**config.mk**
```make
export PLATFORM = sky130hd
export DESIGN_NAME = bwwc_ctrl_regs
export DESIGN_NICKNAME = d
export VERILOG_FILES = /design/src/hw/bwwc_pkg.sv /design/src/hw/bwwc_ctrl_regs.sv
export SDC_FILE = /design/constraint.sdc
export NUM_CORES = 1
export LEC_CHECK = 0
export BUFFER_PORTS_ARGS = -buffer_cell sky130_fd_sc_hd__buf_4
export CORE_MARGIN = 5
export CORE_UTILIZATION = 55
export CTS_CLUSTER_DIAMETER = 30
export DETAILED_ROUTE_END_ITERATION = 10
export PLACE_DENSITY = 0.86
export REMOVE_ABC_BUFFERS = 1
export SLEW_MARGIN = 10
export SYNTH_ARGS = -nofsm -noshare
export SYNTH_HDL_FRONTEND = slang
export SYNTH_SLANG_ARGS = --single-unit
```
**constraint.sdc**
```tcl
create_clock -name i_clk_sys -period 3.8 [get_ports i_clk_sys]
set_input_delay 0.19 -clock i_clk_sys [delete_from_list [all_inputs] [get_ports i_clk_sys]]
set_output_delay 0.19 -clock i_clk_sys [all_outputs]
set_load 0.03 [all_outputs]
```
**src/hw/bwwc_pkg.sv**
```systemverilog
// package: register map, field positions, reset values and carrier types
package bwwc_pkg;
	localparam logic [6:0] ADDR_WATCHDOG_CONTROL_REG = 7'h03;
	localparam logic [6:0] ADDR_BUS_A = 7'h04;
	localparam logic [6:0] ADDR_BUS_B = 7'h05;
	localparam logic [6:0] ADDR_WAKE_A = 7'h06;
	localparam logic [6:0] ADDR_WAKE_B = 7'h07;
	localparam logic [7:0] RST_WATCHDOG_CONTROL_REG = 8'h14;
	localparam logic [7:0] RST_BUS_A = 8'h20;
	localparam logic [7:0] RST_BUS_B = 8'h00;
	localparam logic [7:0] RST_WAKE_A = 8'h00;
	localparam logic [7:0] RST_WAKE_B = 8'h01;
	// restart: keep-masks and forced-one values
	localparam logic [7:0] RSTRT_KEEP_WD = 8'h98;
	localparam logic [7:0] RSTRT_SET_WD = 8'h04;
	localparam logic [7:0] RSTRT_KEEP_BUS_B = 8'h1B;
	localparam logic [7:0] RSTRT_KEEP_WAKE_A = 8'h40;
	localparam logic [7:0] RSTRT_KEEP_WAKE_B = 8'h01;
	// writable masks, reserved bits stay zero
	localparam logic [7:0] WMASK_BUS_A = 8'hFB;
	localparam logic [7:0] WMASK_BUS_B = 8'h1B;
	localparam logic [7:0] WMASK_WAKE_A = 8'h44;
	localparam logic [7:0] WMASK_WAKE_B = 8'h01;
	localparam int WD_STOP_OFF_BIT = 6;
	localparam int WATCHDOG_WINDOW_SEL_BIT = 5;
	localparam int WD_LIMIT_BIT = 3;
	localparam int WD_PER_MSB = 2;
	localparam int BUS_FLASH_BIT = 7;
	localparam int BUS_LSM_BIT = 6;
	localparam int BUS_TXDTO_BIT = 5;
	localparam int LIN_HI_LSB = 3;
	localparam int LIN_LO_LSB = 0;
	localparam int WAKE_TIMER_BIT = 6;
	localparam int WAKE_STOP_WD_BIT = 2;
	localparam int WAKE_PIN_BIT = 0;
	localparam int SPI_FRAME_BITS = 16;
	localparam int SPI_ADDR_BITS = 8;
	localparam logic [1:0] WD_MAX_RESETS = 2'd3;
	localparam logic [8:0] WD_MS_0 = 9'd10;
	localparam logic [8:0] WD_MS_1 = 9'd20;
	localparam logic [8:0] WD_MS_2 = 9'd50;
	localparam logic [8:0] WD_MS_3 = 9'd100;
	localparam logic [8:0] WD_MS_4 = 9'd200;
	localparam logic [8:0] WD_MS_5 = 9'd500;
	typedef enum logic [1:0] {
		TRX_OFF = 2'b00,
		TRX_WAKE = 2'b01,
		TRX_RX_ONLY = 2'b10,
		TRX_NORMAL = 2'b11
	} bwwc_trx_t;
	typedef enum logic [1:0] {
		SYS_NORMAL = 2'b00,
		SYS_STOP = 2'b01,
		SYS_SLEEP = 2'b10,
		SYS_RESTART = 2'b11
	} bwwc_sys_t;
	typedef struct packed {
		logic csn_n;
		logic sck;
		logic sdi;
	} bwwc_spi_in_t;
	typedef struct packed {
		bwwc_trx_t can;
		bwwc_trx_t first_lin_mode;
		bwwc_trx_t second_lin_mode;
		bwwc_trx_t third_lin_mode;
	} bwwc_trx_set_t;
endpackage : bwwc_pkg

```
**src/hw/bwwc_ctrl_regs.sv**
```systemverilog
// control register bank behind the 16-bit serial port
//
// Summary of operation
// - reset-limit 0 resets on every watchdog fail; 1 stops after three consecutive.
// - watchdog period code decodes to 10,20,50,100,200,500 ms; 110 and 111 reserved.
// - flash bit 0 keeps LIN slope control, 1 disables it for fast flashing.
// - low-slope bit picks normal slope at 0, low slope at 1.
// - transmit dominant time-out enable bit, resets to 1.
// - first LIN mode field: off, wake, receive-only, normal.
// - CAN mode field bits 1:0 uses the same four-way encoding.
// - CAN normal becomes wake capable in stop/sleep, field kept, restored later.
// - each LIN normal becomes wake capable in stop/sleep, field kept.
// - second control register holds third and second LIN mode fields.
// - reserved bits always read zero whatever is written.
// - timer wake enable bit gates periodic timer as wake source.
// - stop watchdog-off bit disables watchdog in stop; hardware may set it.
// - wake pin enable bit, power-on 1, kept through restart.
// - second bus register clears on reset; restart keeps only LIN fields.
// - restart keeps only wake pin enable in second wake register.
// - watchdog register write needs even parity, else serial fail and ignored.
// - window bit selects time-out watchdog at 0, window watchdog at 1.
`timescale 1ns/10ps
module bwwc_ctrl_regs
	import bwwc_pkg::*;
(
	input wire logic i_clk_sys,
	input wire logic i_rst_n,
	input wire logic i_clk_en,
	input wire bwwc_spi_in_t i_spi,
	input wire bwwc_sys_t i_sys_mode,
	input wire logic i_soft_rst,
	input wire logic i_wd_fail,
	input wire logic i_wd_trigger_ok,
	input wire logic i_hw_stop_wd_set,
	input wire logic i_hw_stop_wd_clr,
	input wire logic i_spi_fail_clr,
	output logic o_spi_sdo,
	output logic o_spi_fail,
	output bwwc_trx_set_t o_trx_mode,
	output logic o_lin_slope_off,
	output logic o_lin_low_slope_sel,
	output logic o_lin_tx_dominant_timeout_en,
	output logic o_periodic_timer_wake_en,
	output logic o_wake_pin_source_en,
	output logic o_stop_watchdog_off,
	output logic o_watchdog_window_sel,
	output logic [8:0] o_watchdog_period_ms,
	output logic o_wd_reset
);
	typedef struct packed {
		logic [7:0] wd;
		logic [7:0] bus_a;
		logic [7:0] bus_b;
		logic [7:0] wake_a;
		logic [7:0] wake_b;
		logic sck_prev;
		logic csn_prev;
		logic [4:0] bit_cnt;
		logic [15:0] rx_sh;
		logic [7:0] tx_sh;
		logic sdo;
		logic spi_fail;
		bwwc_sys_t mode_prev;
		bwwc_trx_set_t trx;
		logic [8:0] period_ms;
		logic [1:0] wd_rst_cnt;
		logic wd_reset;
		logic stop_wd_off;
	} bwwc_state_t;

	bwwc_state_t r;
	bwwc_state_t r_nxt;

	function automatic logic [7:0] read_reg(input bwwc_state_t s, input logic [6:0] a);
		logic [7:0] d;
		d = 8'h00;
		if (a == ADDR_WATCHDOG_CONTROL_REG) begin
			d = s.wd;
		end else if (a == ADDR_BUS_A) begin
			d = s.bus_a & WMASK_BUS_A;
		end else if (a == ADDR_BUS_B) begin
			d = s.bus_b & WMASK_BUS_B;
		end else if (a == ADDR_WAKE_A) begin
			d = s.wake_a & WMASK_WAKE_A;
		end else if (a == ADDR_WAKE_B) begin
			d = s.wake_b & WMASK_WAKE_B;
		end
		return d;
	endfunction : read_reg

	// normal field passes; in stop/sleep a normal field runs wake capable
	function automatic bwwc_trx_t eff_mode(input logic [1:0] f, input bwwc_sys_t m);
		bwwc_trx_t e;
		e = bwwc_trx_t'(f);
		if ((m == SYS_STOP || m == SYS_SLEEP) && e == TRX_NORMAL) begin
			e = TRX_WAKE;
		end
		return e;
	endfunction : eff_mode

	logic sck_rise;
	logic sck_fall;
	logic frame_end;
	logic [6:0] rx_addr;
	logic rx_wr;
	logic [7:0] rx_data;
	logic restart_entry;
	logic wd_par_err;

	always_comb begin
		sck_rise = i_spi.sck && !r.sck_prev && !i_spi.csn_n;
		sck_fall = !i_spi.sck && r.sck_prev && !i_spi.csn_n;
		frame_end = i_spi.csn_n && !r.csn_prev;
		rx_addr = r.rx_sh[6:0];
		rx_wr = r.rx_sh[7];
		rx_data = r.rx_sh[15:8];
		restart_entry = (i_sys_mode == SYS_RESTART) && (r.mode_prev != SYS_RESTART);
		wd_par_err = frame_end && r.bit_cnt == 5'(SPI_FRAME_BITS) && rx_wr
			&& rx_addr == ADDR_WATCHDOG_CONTROL_REG && (^rx_data);
	end

	always_comb begin
		r_nxt = r;
		r_nxt.sck_prev = i_spi.sck;
		r_nxt.csn_prev = i_spi.csn_n;
		r_nxt.mode_prev = i_sys_mode;
		r_nxt.wd_reset = 1'b0;
		if (i_spi.csn_n) begin
			r_nxt.bit_cnt = 5'd0;
			r_nxt.sdo = 1'b0;
		end else if (sck_rise) begin
			// lsb first: address, access bit, then data byte
			r_nxt.rx_sh = {i_spi.sdi, r.rx_sh[15:1]};
			// count stops one past a full frame so a long frame never commits
			if (r.bit_cnt != 5'(SPI_FRAME_BITS + 1)) begin
				r_nxt.bit_cnt = r.bit_cnt + 5'd1;
			end
			if (r.bit_cnt == 5'(SPI_ADDR_BITS - 1)) begin
				r_nxt.tx_sh = read_reg(r, r_nxt.rx_sh[14:8]);
			end
		end else if (sck_fall && r.bit_cnt >= 5'(SPI_ADDR_BITS)) begin
			r_nxt.sdo = r.tx_sh[0];
			r_nxt.tx_sh = {1'b0, r.tx_sh[7:1]};
		end
		// a short or long frame is dropped whole
		if (frame_end && r.bit_cnt == 5'(SPI_FRAME_BITS) && rx_wr) begin
			if (rx_addr == ADDR_WATCHDOG_CONTROL_REG) begin
				if (^rx_data) begin
					r_nxt.spi_fail = 1'b1;
				end else begin
					r_nxt.wd = rx_data;
				end
			end else if (rx_addr == ADDR_BUS_A) begin
				r_nxt.bus_a = rx_data & WMASK_BUS_A;
			end else if (rx_addr == ADDR_BUS_B) begin
				r_nxt.bus_b = rx_data & WMASK_BUS_B;
			end else if (rx_addr == ADDR_WAKE_A) begin
				r_nxt.wake_a = rx_data & WMASK_WAKE_A;
			end else if (rx_addr == ADDR_WAKE_B) begin
				r_nxt.wake_b = rx_data & WMASK_WAKE_B;
			end
		end
		// hardware update beats a same-cycle host write
		if (i_hw_stop_wd_set) begin
			r_nxt.wd[WD_STOP_OFF_BIT] = 1'b1;
			r_nxt.wake_a[WAKE_STOP_WD_BIT] = 1'b1;
		end else if (i_hw_stop_wd_clr) begin
			r_nxt.wd[WD_STOP_OFF_BIT] = 1'b0;
			r_nxt.wake_a[WAKE_STOP_WD_BIT] = 1'b0;
		end
		// set wins over clear
		if (i_spi_fail_clr && !wd_par_err) begin
			r_nxt.spi_fail = 1'b0;
		end
		if (restart_entry) begin
			r_nxt.wd = (r.wd & RSTRT_KEEP_WD) | RSTRT_SET_WD;
			r_nxt.bus_b = r.bus_b & RSTRT_KEEP_BUS_B;
			r_nxt.wake_a = r.wake_a & RSTRT_KEEP_WAKE_A;
			r_nxt.wake_b = r.wake_b & RSTRT_KEEP_WAKE_B;
		end
		if (i_soft_rst) begin
			r_nxt.wd = RST_WATCHDOG_CONTROL_REG;
			r_nxt.bus_a = RST_BUS_A;
			r_nxt.bus_b = RST_BUS_B;
			r_nxt.wake_a = RST_WAKE_A;
			r_nxt.wake_b = RST_WAKE_B;
		end
		// reset limiting counts consecutive watchdog resets
		if (i_wd_trigger_ok) begin
			r_nxt.wd_rst_cnt = 2'd0;
		end else if (i_wd_fail) begin
			if (!r.wd[WD_LIMIT_BIT] || r.wd_rst_cnt != WD_MAX_RESETS) begin
				r_nxt.wd_reset = 1'b1;
			end
			if (r.wd_rst_cnt != WD_MAX_RESETS) begin
				r_nxt.wd_rst_cnt = r.wd_rst_cnt + 2'd1;
			end
		end
		case (r.wd[WD_PER_MSB:0])
			3'b000: r_nxt.period_ms = WD_MS_0;
			3'b001: r_nxt.period_ms = WD_MS_1;
			3'b010: r_nxt.period_ms = WD_MS_2;
			3'b011: r_nxt.period_ms = WD_MS_3;
			3'b100: r_nxt.period_ms = WD_MS_4;
			3'b101: r_nxt.period_ms = WD_MS_5;
			default: r_nxt.period_ms = 9'd0;
		endcase
		r_nxt.trx.can = eff_mode(r.bus_a[LIN_LO_LSB +: 2], i_sys_mode);
		r_nxt.trx.first_lin_mode = eff_mode(r.bus_a[LIN_HI_LSB +: 2], i_sys_mode);
		r_nxt.trx.second_lin_mode = eff_mode(r.bus_b[LIN_LO_LSB +: 2], i_sys_mode);
		r_nxt.trx.third_lin_mode = eff_mode(r.bus_b[LIN_HI_LSB +: 2], i_sys_mode);
		r_nxt.stop_wd_off = r.wd[WD_STOP_OFF_BIT] | r.wake_a[WAKE_STOP_WD_BIT];
	end

	always_ff @(posedge i_clk_sys) begin
		if (!i_rst_n) begin
			r <= '0;
			r.wd <= RST_WATCHDOG_CONTROL_REG;
			r.bus_a <= RST_BUS_A;
			r.bus_b <= RST_BUS_B;
			r.wake_a <= RST_WAKE_A;
			r.wake_b <= RST_WAKE_B;
			r.csn_prev <= 1'b1;
			r.period_ms <= WD_MS_4;
		end else if (i_clk_en) begin
			r <= r_nxt;
		end
	end

	assign o_spi_sdo = r.sdo;
	assign o_spi_fail = r.spi_fail;
	assign o_trx_mode = r.trx;
	assign o_lin_slope_off = r.bus_a[BUS_FLASH_BIT];
	assign o_lin_low_slope_sel = r.bus_a[BUS_LSM_BIT];
	assign o_lin_tx_dominant_timeout_en = r.bus_a[BUS_TXDTO_BIT];
	assign o_periodic_timer_wake_en = r.wake_a[WAKE_TIMER_BIT];
	assign o_wake_pin_source_en = r.wake_b[WAKE_PIN_BIT];
	assign o_stop_watchdog_off = r.stop_wd_off;
	assign o_watchdog_window_sel = r.wd[WATCHDOG_WINDOW_SEL_BIT];
	assign o_watchdog_period_ms = r.period_ms;
	assign o_wd_reset = r.wd_reset;

	// checks
	logic wd_bad_write;
	assign wd_bad_write = frame_end && r.bit_cnt == 5'(SPI_FRAME_BITS) && rx_wr
		&& rx_addr == ADDR_WATCHDOG_CONTROL_REG && (^rx_data) && !i_soft_rst && !restart_entry
		&& !i_hw_stop_wd_set && !i_hw_stop_wd_clr;
endmodule : bwwc_ctrl_regs

```
# Yosys cells after proc, flatten, opt, wreduce, memory -nomap -nowiden
# Cells that the tools add are included.
# totals
regBits	79
in_bits	14
out_inout_bits	27
word_cells	174
# op_classes
n_addsub	2
magnitude_cmp	1
n_eq_ne	40
mux	45
bitwise	2
reduce_logical	60
# ops
op	count
8-bit 2-to-1 mux	12
40-bit 2-to-1 mux	2
7-bit by 3-bit equality test with 1-bit output (second input constant)	8
9-bit case mux with 6 select lines	1
24-bit 2-to-1 mux	2
32-bit 2-to-1 mux	1
2-bit nonzero test	15
5-bit != test (second input constant)	5
21-bit 2-to-1 mux	1
4-bit AND reduction	5
2-bit != test (second input constant)	9
1-bit logical AND	16
16-bit 2-to-1 mux	1
5-bit nonzero test	3
7-bit by 2-bit equality test with 1-bit output (second input constant)	2
7-bit 2-to-1 mux	2
1-bit 2-to-1 mux	13
2-bit equality test (second input constant)	6
2-bit 2-to-1 mux	6
3-bit AND reduction	4
6-bit AND reduction	2
5-bit 2-to-1 mux	2
9-bit 2-to-1 mux	1
8-bit AND reduction	1
other kinds (21)	30

# Logic depth before layout (Yosys ltp)
# Gate-level depths: netlist of run 1.
# depth
ltp_word	11
depth_mapped	8
depth_no_buf	7

# Worst setup path before layout of run 1
# No wires, ideal clock.
# synth_timing
kind	register to register
start	register r[49] (netlist name)
end	register r, in the netlist o_lin_tx_dominant_timeout_en
setup_time_ns	0.121
t_arrival_ns	1.796
path_slack_ns	1.884
path_stages_with_launch	9
path_buffers	1
synth_period_minus_slack_ns	1.916
path_cell_list	dfxtp_1 inv_1 ha_1 nand4b_4 or2_4 or4_4 buf_6 nor3_1 o31ai_1
# synth_via
elab_chain_len	5
# synth_rtl
item	line	text
from (decl)	bwwc_ctrl_regs.sv:71	bwwc_state_t r;
from (signal assigned)	bwwc_ctrl_regs.sv:226	r <= r_nxt;
5-bit equality test	-	
1-bit logical AND (2 in series)	-	
2-bit nonzero test (no line)	-	
4-bit AND reduction (no line)	-	
# No other way between the ends.
# A chain may end at the register's enable or synchronous reset.

# Final worst setup path of run 1
# layout_timing
start	register r[42] (netlist name)
end	register r[91] (netlist name)
# layout_via
elab_chain_len	3
# layout_rtl
item
8-bit XOR reduction
2-bit != test (no line)
5-bit AND reduction (no line)
# No other way between the ends.

==> run metrics, run 1 <==
outcome finished, final reports clean; Inst Count DP between 500 and 600; share of synthesized registers carrying an async set or reset 0; power per cell area 356 mW/mm^2; die height about 95 um; critical setup path kind reg2reg; largest vdd supply drop about 0.27 mV; share of the yosys chip area belonging to registers 0.387; largest net degree at the start of global routing 50; combinational fraction of design power 0.068; number of global-route vias before repair approximately 3300; maximum level of the CTS H-tree 3; Overall Global Routing Usage 0.223; critical path's slowest cell sky130_fd_sc_hd__dfxtp_1; Total Negative Setup Slacks 0 ns; number of antenna violations at the first check in global routing 0; leakage dissipation roughly 0.0015 uW; Clock Sink Count between 70 and 80; layout cell share with drive strength beyond 1 0.154; count of antenna-violating nets left after detailed routing 0; Pre-Repair DR Iteration Count 5; number of standard cells in the layout, taps in and fillers out ~580; Seq pwr share 0.536; setup slack of the most critical reg-to-reg path between 1.5 and 2 ns; sort of element at the end of the critical path flop; net load switching power between 300 and 400 uW; cell seen most often among critical-path stages sky130_fd_sc_hd__xnor2_1; post-layout util 0.600; number of hold buffers added after cts 0; antenna fix cells 0; clock network power share 0.395; number of buffers between clock root and the deepest sink 2; CP Launch Type flop; floorplan row count 31; min-delay worst type in2reg; Setup Skew 0.00645 ns; internal power component around 1200 uW; minimum clock period after layout roughly 2.2 ns; crit path setup slack, layout between 1.5 and 2 ns; quantity of I/O buffers inserted on ports 39; RSZ-0062 raised after global routing no; Max Slew Vio Count 0; horizontal die dimension ~95 um; first-pass GRT wire length approximately 16 mm; final hold vios 0; gate count after technology mapping about 470; post-detailed-route via-to-cell ratio around 6.0; highest fanout seen on the critical path 14; Num CTS Buffers 9; period utilization 0.575; Placer Congestion a little under 0.9; CTS Root Cell sky130_fd_sc_hd__clkbuf_8; total of max-cap violations 0; GR Overflow Total 0; worst slack, placed between 1.5 and 2 ns; number of enable-type register cells in the synthesized netlist 0; reg2reg path depth 5; hold depth 3; synthesized flop and latch total a little under 80; Switching Fraction 0.233; synthesized area divided by synthesized cell count approximately 8.4 sq um; list of cells traversed by the critical path xnor2_1 > xnor2_1 > xnor2_1 > nor4_2 > mux2i_1; number of distinct standard cells referenced by the synthesized netlist 71; Final Hold Slack between 0.09 and 0.1 ns; vias between 3000 and 4000; Slew Limit Headroom 0.479; Die Outline Area ~0.0090 sq mm; area growth from synthesis to final layout 7.48%; critical path required time between 4 and 5 ns; Critical Path Max Stage Delay roughly 0.70 ns; Routed Wire Length between 9 and 10 mm; timing-limited maximum frequency about 460 MHz; pin slew with the least headroom to its limit slightly below 0.8 ns; Yosys Warn Count 0; Gates resized, CTS repair 0; routed wirelength normalized by instance count between 15 and 20 um; Top-Level Pins ~40; CTS tree built; number of buffers inserted to repair setup after CTS 0; later-pin clock latency in the skew report roughly 0.35 ns; post-synthesis cell area around 0.004 sq mm; total core area a little over 0.007 sq mm; setup violation total in the final timing report 0; Worst-path clk slew 0.07 ns; Net count, final between 400 and 500; final routed DRC violation total 0; most instantiated flip-flop cell in the synthesis netlist sky130_fd_sc_hd__dfxtp_1; HPWL reported at the end of detailed placement between 6 and 7 mm; Iteration-0 DRC Markers 290; initial core utilization 0.558; Worst Path Arrival 2.46 ns
final timing paths:
check                     startpoint                 endpoint
max                            r[42]                    r[91]
min                         i_spi[0]                    r[48]
max reg2reg                    r[42]                    r[91]
min reg2reg  o_watchdog_period_ms[8]  o_watchdog_period_ms[8]
Yosys cell counts (all sizes together), types with 5 or more instances:
master / instances / area (sq um)
buf: 26 / 210
xnor2: 6 / 52.6
ha: 5 / 62.6
mux2i: 17 / 170
nor4: 6 / 73.8
nand3: 19 / 95.1
and2b: 5 / 42.5
o22ai: 5 / 31.3
dfxtp: 77 / 1540
o31a: 5 / 45.0
a21oi: 44 / 220
nand3b: 8 / 60.1
clkbuf: 21 / 90.1
o21ai: 27 / 135
a22oi: 8 / 60.1
nand2: 71 / 267
inv: 10 / 37.5
nand2b: 6 / 37.5
nor3b: 11 / 103
nor2: 32 / 120
nor3: 7 / 40.0
layout make-up:
cell class	instances	area (sq um)
fill	680	2860
multi-input combinational	335	2080
sequential	77	1540
timing repair buffer	41	308
clock buffer	15	156
tap	99	124
inverter	11	41.3
clock inverter	1	30.0
sequential cells by signal (all words and copies together), names as in the netlist:
register / flops
o_lin_low_slope_sel: 1
o_lin_slope_off: 1
o_lin_tx_dominant_timeout_en: 1
o_periodic_timer_wake_en: 1
o_spi_fail: 1
o_spi_sdo: 1
o_stop_watchdog_off: 1
o_trx_mode: 8
o_wake_pin_source_en: 1
o_watchdog_period_ms: 8
o_watchdog_window_sel: 1
o_wd_reset: 1
r: 51
worst max-delay path: cells and delay by family, from the launching register on:
kind	cells	cell delay [ns]
flip-flops	1	0.70
XOR/XNOR	3	0.62
AND/OR/NAND/NOR	1	0.53
multiplexers	1	0.25
kinds of logic after synthesis:
group,Yosys count,synth area share
fa+ha+maj,5,0.0157
mux,17,0.0427
xor+xnor,9,0.0198
simple gates,186,0.263
buf+inv,60,0.0908
other cells,1,0.000942
flops,77,0.387
compound gates,117,0.180
per-layer routing:
metal  vias to the layer above  wire length (um)  GRT usage
met5                         -                 0          0
met4                         0               350      0.106
met3                        45               698     0.0426
met2                       133              4200      0.346
met1                      1624              4040      0.299
li1                       1651                 -          -
power groups by stage:
| stage | clock [uW] | sequential (uW) | combinational (uW) |
|---|---|---|---|
| 2_1_floorplan | 0 | 840 | 49.4 |
| 3_3_place_gp | 0 | 837 | 100 |
| 4_1_cts | 613 | 818 | 104 |
| 6_report | 603 | 819 | 104 |
| 5_1_grt | 657 | 819 | 115 |
| 3_5_place_dp | 0 | 837 | 103 |
through the flow:
| step | area [sq um] | total power (uW) |
|---|---|---|
| floorplan | 3660 | 889 |
| global placement | 4090 | 937 |
| detailed placement | 4090 | 940 |
| CTS | 4280 | 1530 |
| global route | 4280 | 1590 |
| finish | 4280 | 1530 |
cell usage in the layout (no fill, tap or decap), drive strengths merged, types with 2 or more instances in the layout:
cell     synthesis  layout
dfxtp           77      77
nand2           71      71
a21oi           44      44
buf             26      41
nor2            32      32
o21ai           27      27
nand3           19      19
mux2i           17      17
clkbuf          21      15
nor3b           11      11
inv             10      10
nand3b           8       8
a22oi            8       8
nor3             7       7
xnor2            6       6
nand2b           6       6
nor4             6       6
o22ai            5       5
ha               5       5
and2b            5       5
o31a             5       5
xor2             3       3
o211ai           3       3
o31ai            3       3
a31oi            3       3
or4              3       3
and3             3       3
nand4b           3       3
a21o             2       2
o2111ai          2       2
nor2b            2       2
a22o             2       2
a211oi           2       2
or2              2       2
No activity file was read; power rests on OpenSTA's default activity.
==> inputs of run 2 (changes only) <==
- ABC_AREA: unset -> 1
- CORE_UTILIZATION: 55 -> 53
- PLACE_DENSITY: 0.86 -> 0.87
- clock period: 3.8 -> 1.83 ns (I/O delays scaled with it)
==> run 2 against run 1 <==
Compared with the run above:
- worst hold slack worse by 0.084 ns
- sequential share of layout area down 1.5 points
- register-to-register slack worse by 1.5 ns
==> run metrics, run 2 <==
area growth from synthesis to final layout 14.9%; Overall Global Routing Usage 0.229; final instance area between 0.004 and 0.005 sq mm; post-detailed-route via-to-cell ratio approximately 5.6; Final Hold Slack 0.00831 ns; power per cell area 874 mW/mm^2; critical path's slowest cell sky130_fd_sc_hd__dfxtp_1; Die Outline Area about 0.0091 sq mm; vias 3900; total of max-cap violations 0; largest net degree at the start of global routing around 50; synthesized area divided by synthesized cell count roughly 6.9 sq um; largest vdd supply drop roughly 0.4 mV; most common library cells after synthesis 107 x sky130_fd_sc_hd__nand2_1, 77 x sky130_fd_sc_hd__dfxtp_1, 72 x sky130_fd_sc_hd__a21oi_1, 65 x sky130_fd_sc_hd__inv_1; GR Overflow Total 0; quantity of I/O buffers inserted on ports 39; standard cell area after detailed placement a little over 0.004 sq mm; number of buffers between clock root and the deepest sink 2; worst slack, placed around 0.14 ns; Pre-Repair DR Iteration Count 8; leakage dissipation about 0.0019 uW; Slew Limit Headroom 0.623; Yosys Warn Count 0; setup violation total in the final timing report 0; maximum level of the CTS H-tree 3; hold depth 4; Clock Sink Count 77; Top-Level Pins between 40 and 50; reg2reg path depth 10; share of the yosys chip area belonging to registers 0.396; highest-count cells in the layout ignoring fill and taps 107 x sky130_fd_sc_hd__nand2_1, 77 x sky130_fd_sc_hd__dfxtp_1, 72 x sky130_fd_sc_hd__a21oi_1, 65 x sky130_fd_sc_hd__inv_1; cell with the most instances after synthesis sky130_fd_sc_hd__nand2_1; critical path required time 2.12 ns; pin slew with the least headroom to its limit 0.560 ns; outcome finished, final reports clean; number of enable-type register cells in the synthesized netlist 0; max reg flops 51; Worst Path Arrival slightly above 2 ns; cell seen most often among critical-path stages sky130_fd_sc_hd__inv_1; initial core utilization 0.539; stages on the worst setup path 10; kind of cell adding the most delay to the critical path simple AND/OR/NAND/NOR gates; period utilization 0.947; timing-limited maximum frequency between 500 and 600 MHz; top cell type's share of synthesized area 0.396; critical setup path kind reg2reg; total core area just over 0.007 sq mm; final hold vios 0; floorplan row count 31; layout cell share with drive strength beyond 1 0.141; worst path bufs/invs 3; horizontal die dimension approximately 96 um; Placer Congestion a little over 1; CP Launch Type flop; Num CTS Buffers 9; gate count after technology mapping around 560; antenna fix cells 0; register bank with the most flops r; crit path setup slack, layout 0.0973 ns; minimum clock period after layout about 1.7 ns; Iteration-0 DRC Markers roughly 410; Max Slew Vio Count 0; CTS tree built; highest fanout seen on the critical path 5; count of antenna-violating nets left after detailed routing 0; later-pin clock latency in the skew report approximately 0.35 ns; first-pass GRT wire length ~16 mm; number of distinct standard cells referenced by the synthesized netlist 36; Critical Path Max Stage Delay around 0.34 ns; number of global-route vias before repair roughly 3600; most instantiated flip-flop cell in the synthesis netlist sky130_fd_sc_hd__dfxtp_1; Routed Wire Length 10.2 mm; share of synthesized registers carrying an async set or reset 0; number of antenna violations at the first check in global routing 0; Worst-path clk slew roughly 0.08 ns; Net count, final between 600 and 700; post-synthesis cell area slightly below 0.004 sq mm; min-delay worst type in2reg; die height ~96 um; cell taking the most area after synthesis sky130_fd_sc_hd__dfxtp_1; synthesized flop and latch total 77; routed wirelength normalized by instance count approximately 15 um; HPWL reported at the end of detailed placement ~7 mm; dominant cells by area after synthesis sky130_fd_sc_hd__dfxtp_1 40%, sky130_fd_sc_hd__nand2_1 10%, sky130_fd_sc_hd__a21oi_1 9.3%; final routed DRC violation total 0; CTS Root Cell sky130_fd_sc_hd__clkbuf_8; Setup Skew approximately 0.010 ns; list of cells traversed by the critical path inv_1 > ha_1 > nand2_1 > inv_1 > nand4_4 > inv_1 > nand4_1 > nand2_1 > o21ai_0 > nand3_1; sort of element at the end of the critical path flop; RSZ-0062 raised after global routing yes; commonest non-fill, non-tap cell in the layout sky130_fd_sc_hd__nand2_1
==> run 2: cells by family after synthesis <==
group	share of synthesized area
flip-flops	0.396
adder cells (fa/ha/maj)	0.0161
XOR/XNOR	0.00225
buffers and inverters	0.123
other	0.000964
AND/OR/NAND/NOR	0.252
AO/OA/AOI/OAI	0.210
==> run 2: report_power, final <==
part / switching, uW / internal, uW
combinational: 348 / 170
sequential: 53.7 / 1740
clock: 638 / 949
==> run 2: worst reg2reg max path: cells and delay by family, from the launching register on <==
family	cells	cell delay [ns]
AOI/OAI and AO/OA	1	0.13
adders and majority gates	1	0.18
buffers and inverters	3	0.33
DFF	1	0.34
and+or+nand+nor	5	0.69
==> run 2: worst paths after layout <==
check	startpoint	end	slack, ns
worst min-delay path	i_spi_fail_clr	o_spi_fail	0.008
worst min register to register	o_watchdog_period_ms[7]	o_watchdog_period_ms[7]	0.46
worst max-delay path	r[49]	r[90]	0.1
worst max register to register	r[49]	r[90]	0.1
==> run 2: metrics by stage <==
step / power, uW / setup TNS (ns) / util / std cells
6_report: 3900 / 0 / 0.619 / 694
5_1_grt: 4060 / -0.0394 / 0.619 / 694
4_1_cts: 3900 / 0 / 0.614 / 692
3_5_place_dp: 2320 / 0 / 0.576 / 674
3_3_place_gp: 2310 / 0 / 0.576 / 674
2_1_floorplan: 2140 / 0 / - / 528
==> run 2: layout make-up <==
type,count,area (sq um)
sequential,77,1540
multi-input combinational,379,1880
clock inverter,5,108
inverter,72,270
clock buffer,11,141
fill,637,2750
tap,99,124
timing repair buffer,51,400
==> run 2: per-layer routing <==
| layer | GRT usage | part of all wire |
|---|---|---|
| met3 | 0.0474 | 0.080 |
| met2 | 0.375 | 0.48 |
| met1 | 0.292 | 0.41 |
| met4 | 0.0924 | 0.028 |
| met5 | 0 | 0 |
==> run 2: what timing repair did <==
| item | CTS | global route |
|---|---|---|
| setup endpoints to repair | 0 | 3 |
| buffers inserted | 0 | 2 |
| gates resized for setup | 0 | 2 |
| hold buffers | 2 | 0 |
| endpoints found under the hold margin | 2 | 0 |
==> inputs of run 3 (changes only) <==
- CORE_UTILIZATION: 53 -> 55
- PLACE_DENSITY: 0.87 -> 0.86
- clock period: 1.83 -> 1.6 ns (I/O delays scaled with it)
==> run 3 against run 2 <==
Compared with the run above:
- the flow now finishes with violations (setup timing)
- core utilization increased by 8.1 points
- combinational power grew 34%
- clock power down 3%
- die area fell by 3.3%
- register-to-register slack got worse by 0.10 ns
- wire length grew 4.6%
- worst hold slack gained 0.022 ns
- non-clock buffer count grew 31
- count of clock-buffer cells in the layout shrank 2
- maximum frequency up 8.0%
- sequential share of layout area decreased by 2.0 points
- largest cell class unchanged
- largest power group unchanged
==> run metrics, run 3 (synthesis results as in run 2) <==
count of antenna-violating nets left after detailed routing 0; failing checks setup timing; Worst-path clk slew 0.09 ns; critical path required time between 1.5 and 2 ns; die height about 94 um; number of global-route vias before repair around 3700; total of max-cap violations 0; quantity of I/O buffers inserted on ports 39; commonest non-fill, non-tap cell in the layout sky130_fd_sc_hd__nand2_1; CTS tree built; antenna fix cells 0; layout cell share with drive strength beyond 1 0.251; largest net degree at the start of global routing 26; timing-limited maximum frequency between 600 and 700 MHz; final hold vios 0; post-detailed-route via-to-cell ratio around 5.6; RSZ-0062 raised after global routing yes; Setup Skew between 0.015 and 0.02 ns; Net count, final 640; first-pass GRT wire length approximately 17 mm; CP Launch Type flop; Clock Sink Count between 70 and 80; maximum level of the CTS H-tree 3; sort of element at the end of the critical path flop; net load switching power roughly 1300 uW; clock network power share 0.361; HPWL reported at the end of detailed placement approximately 7.4 mm; internal power component 3000 uW; number of buffers between clock root and the deepest sink 2; Placer Congestion 0.945; uppermost routed layer met4; initial core utilization 0.569; Num CTS Buffers 9; highest-count cells in the layout ignoring fill and taps 99 x sky130_fd_sc_hd__nand2_1, 73 x sky130_fd_sc_hd__buf_4, 68 x sky130_fd_sc_hd__dfxtp_1, 66 x sky130_fd_sc_hd__a21oi_1, 57 x sky130_fd_sc_hd__o21ai_0; area growth from synthesis to final layout 23.1%; post-layout util 0.701; register bank with the most flops r; minimum clock period after layout ~1.6 ns; later-pin clock latency in the skew report between 0.3 and 0.4 ns; combinational fraction of design power 0.162; power per cell area 899 mW/mm^2; Inst Count DP between 600 and 700; Worst Path Arrival 1.90 ns; crit path setup slack, layout -0.00421 ns; Pre-Repair DR Iteration Count 5; setup violation total in the final timing report 1; worst slack, placed -0.0139 ns; min-delay worst type in2reg; floorplan row count 30; outcome complete, but fails checks; GR Overflow Total 0; critical setup path kind reg2reg; number of antenna violations at the first check in global routing 0; number of standard cells in the layout, taps in and fillers out around 720; routed wirelength normalized by instance count approximately 15 um; Iteration-0 DRC Markers 364; horizontal die dimension around 94 um; M1 wire length about 4.6 mm; leakage dissipation slightly above 0.002 uW; Top-Level Pins 41; largest vdd supply drop 0.545 mV; total core area 0.00683 sq mm; Routed Wire Length roughly 11 mm; max reg flops approximately 50; highest fanout seen on the critical path 6; final routed DRC violation total 0; vias between 4000 and 5000; DR WL met2 a little over 5 mm; CTS Root Cell sky130_fd_sc_hd__clkbuf_8; Max Slew Vio Count 0; total met3 wirelength after detailed routing 648 um; period utilization 1.00; Seq pwr share 0.478; Switching Fraction 0.303; Die Outline Area 0.00885 sq mm; Overall Global Routing Usage 0.239
[run 3: layout make-up]
| type | count | area [sq um] |
|---|---|---|
| clock buffers | 9 | 124 |
| well taps | 96 | 120 |
| fillers | 553 | 2050 |
| clock inverters | 7 | 78.8 |
| flip-flops and latches | 77 | 1560 |
| multi-input cells | 379 | 1990 |
| repair buffers | 82 | 642 |
| inverters | 72 | 277 |
[run 3: power groups by stage]
stage                     registers [uW]  logic (uW)  clock network, uW
final                               2060         695               1550
after global routing                2060         765               1630
after CTS                           2050         618               1550
after detailed placement            2090         597                  0
after global placement              2090         581                  0
after floorplan                     2140         307                  0
[run 3: worst max-delay path: stages, from the launching register on]
cell	delay (ns)
sky130_fd_sc_hd__dfxtp_2	0.34
sky130_fd_sc_hd__inv_2	0.08
sky130_fd_sc_hd__ha_4	0.15
sky130_fd_sc_hd__nand2_2	0.05
sky130_fd_sc_hd__inv_2	0.06
sky130_fd_sc_hd__nand4_4	0.14
sky130_fd_sc_hd__o22ai_4	0.25
sky130_fd_sc_hd__nand3_4	0.15
sky130_fd_sc_hd__nand2_1	0.10
sky130_fd_sc_hd__nand2_1	0.09
sky130_fd_sc_hd__nor2_2	0.13
[run 3: through the flow]
step / TNS (ns) / total power (uW) / cell area [sq um] / hold WS (ns)
after global placement: 0 / 2670 / 4300 / 0.316
final: -0.00421 / 4300 / 4790 / 0.0304
after CTS: 0 / 4210 / 4580 / 0.0202
after floorplan: -0.697 / 2450 / 3680 / 0.164
after global routing: -0.684 / 4460 / 4790 / 0.0557
after detailed placement: -0.0215 / 2690 / 4300 / 0.340
[run 3: final timing paths]
| path | from | to | slack [ns] | cells past startpoint |
|---|---|---|---|---|
| max | r[50] | r[76] | -0.004 | 10 |
| min | i_spi[1] | r[55] | 0.03 | 3 |
| max reg2reg | r[50] | r[76] | -0.004 | 10 |
| min reg2reg | o_watchdog_period_ms[7] | o_watchdog_period_ms[7] | 0.46 | 2 |
[run 3: timing repair]
action	4_1_cts	5_1_grt
hold buffers	6	0
pin swaps	1	25
buffers inserted	1	9
endpoints found under the hold margin	6	0
endpoints found under the setup margin	3	35
resized for setup	6	54
[run 3: routing by layer]
| layer | vias to the layer above | global-route usage |
|---|---|---|
| li1 | 1951 | - |
| met1 | 1859 | 0.310 |
| met2 | 162 | 0.387 |
| met3 | 37 | 0.0441 |
| met4 | 0 | 0.103 |
| met5 | - | 0 |
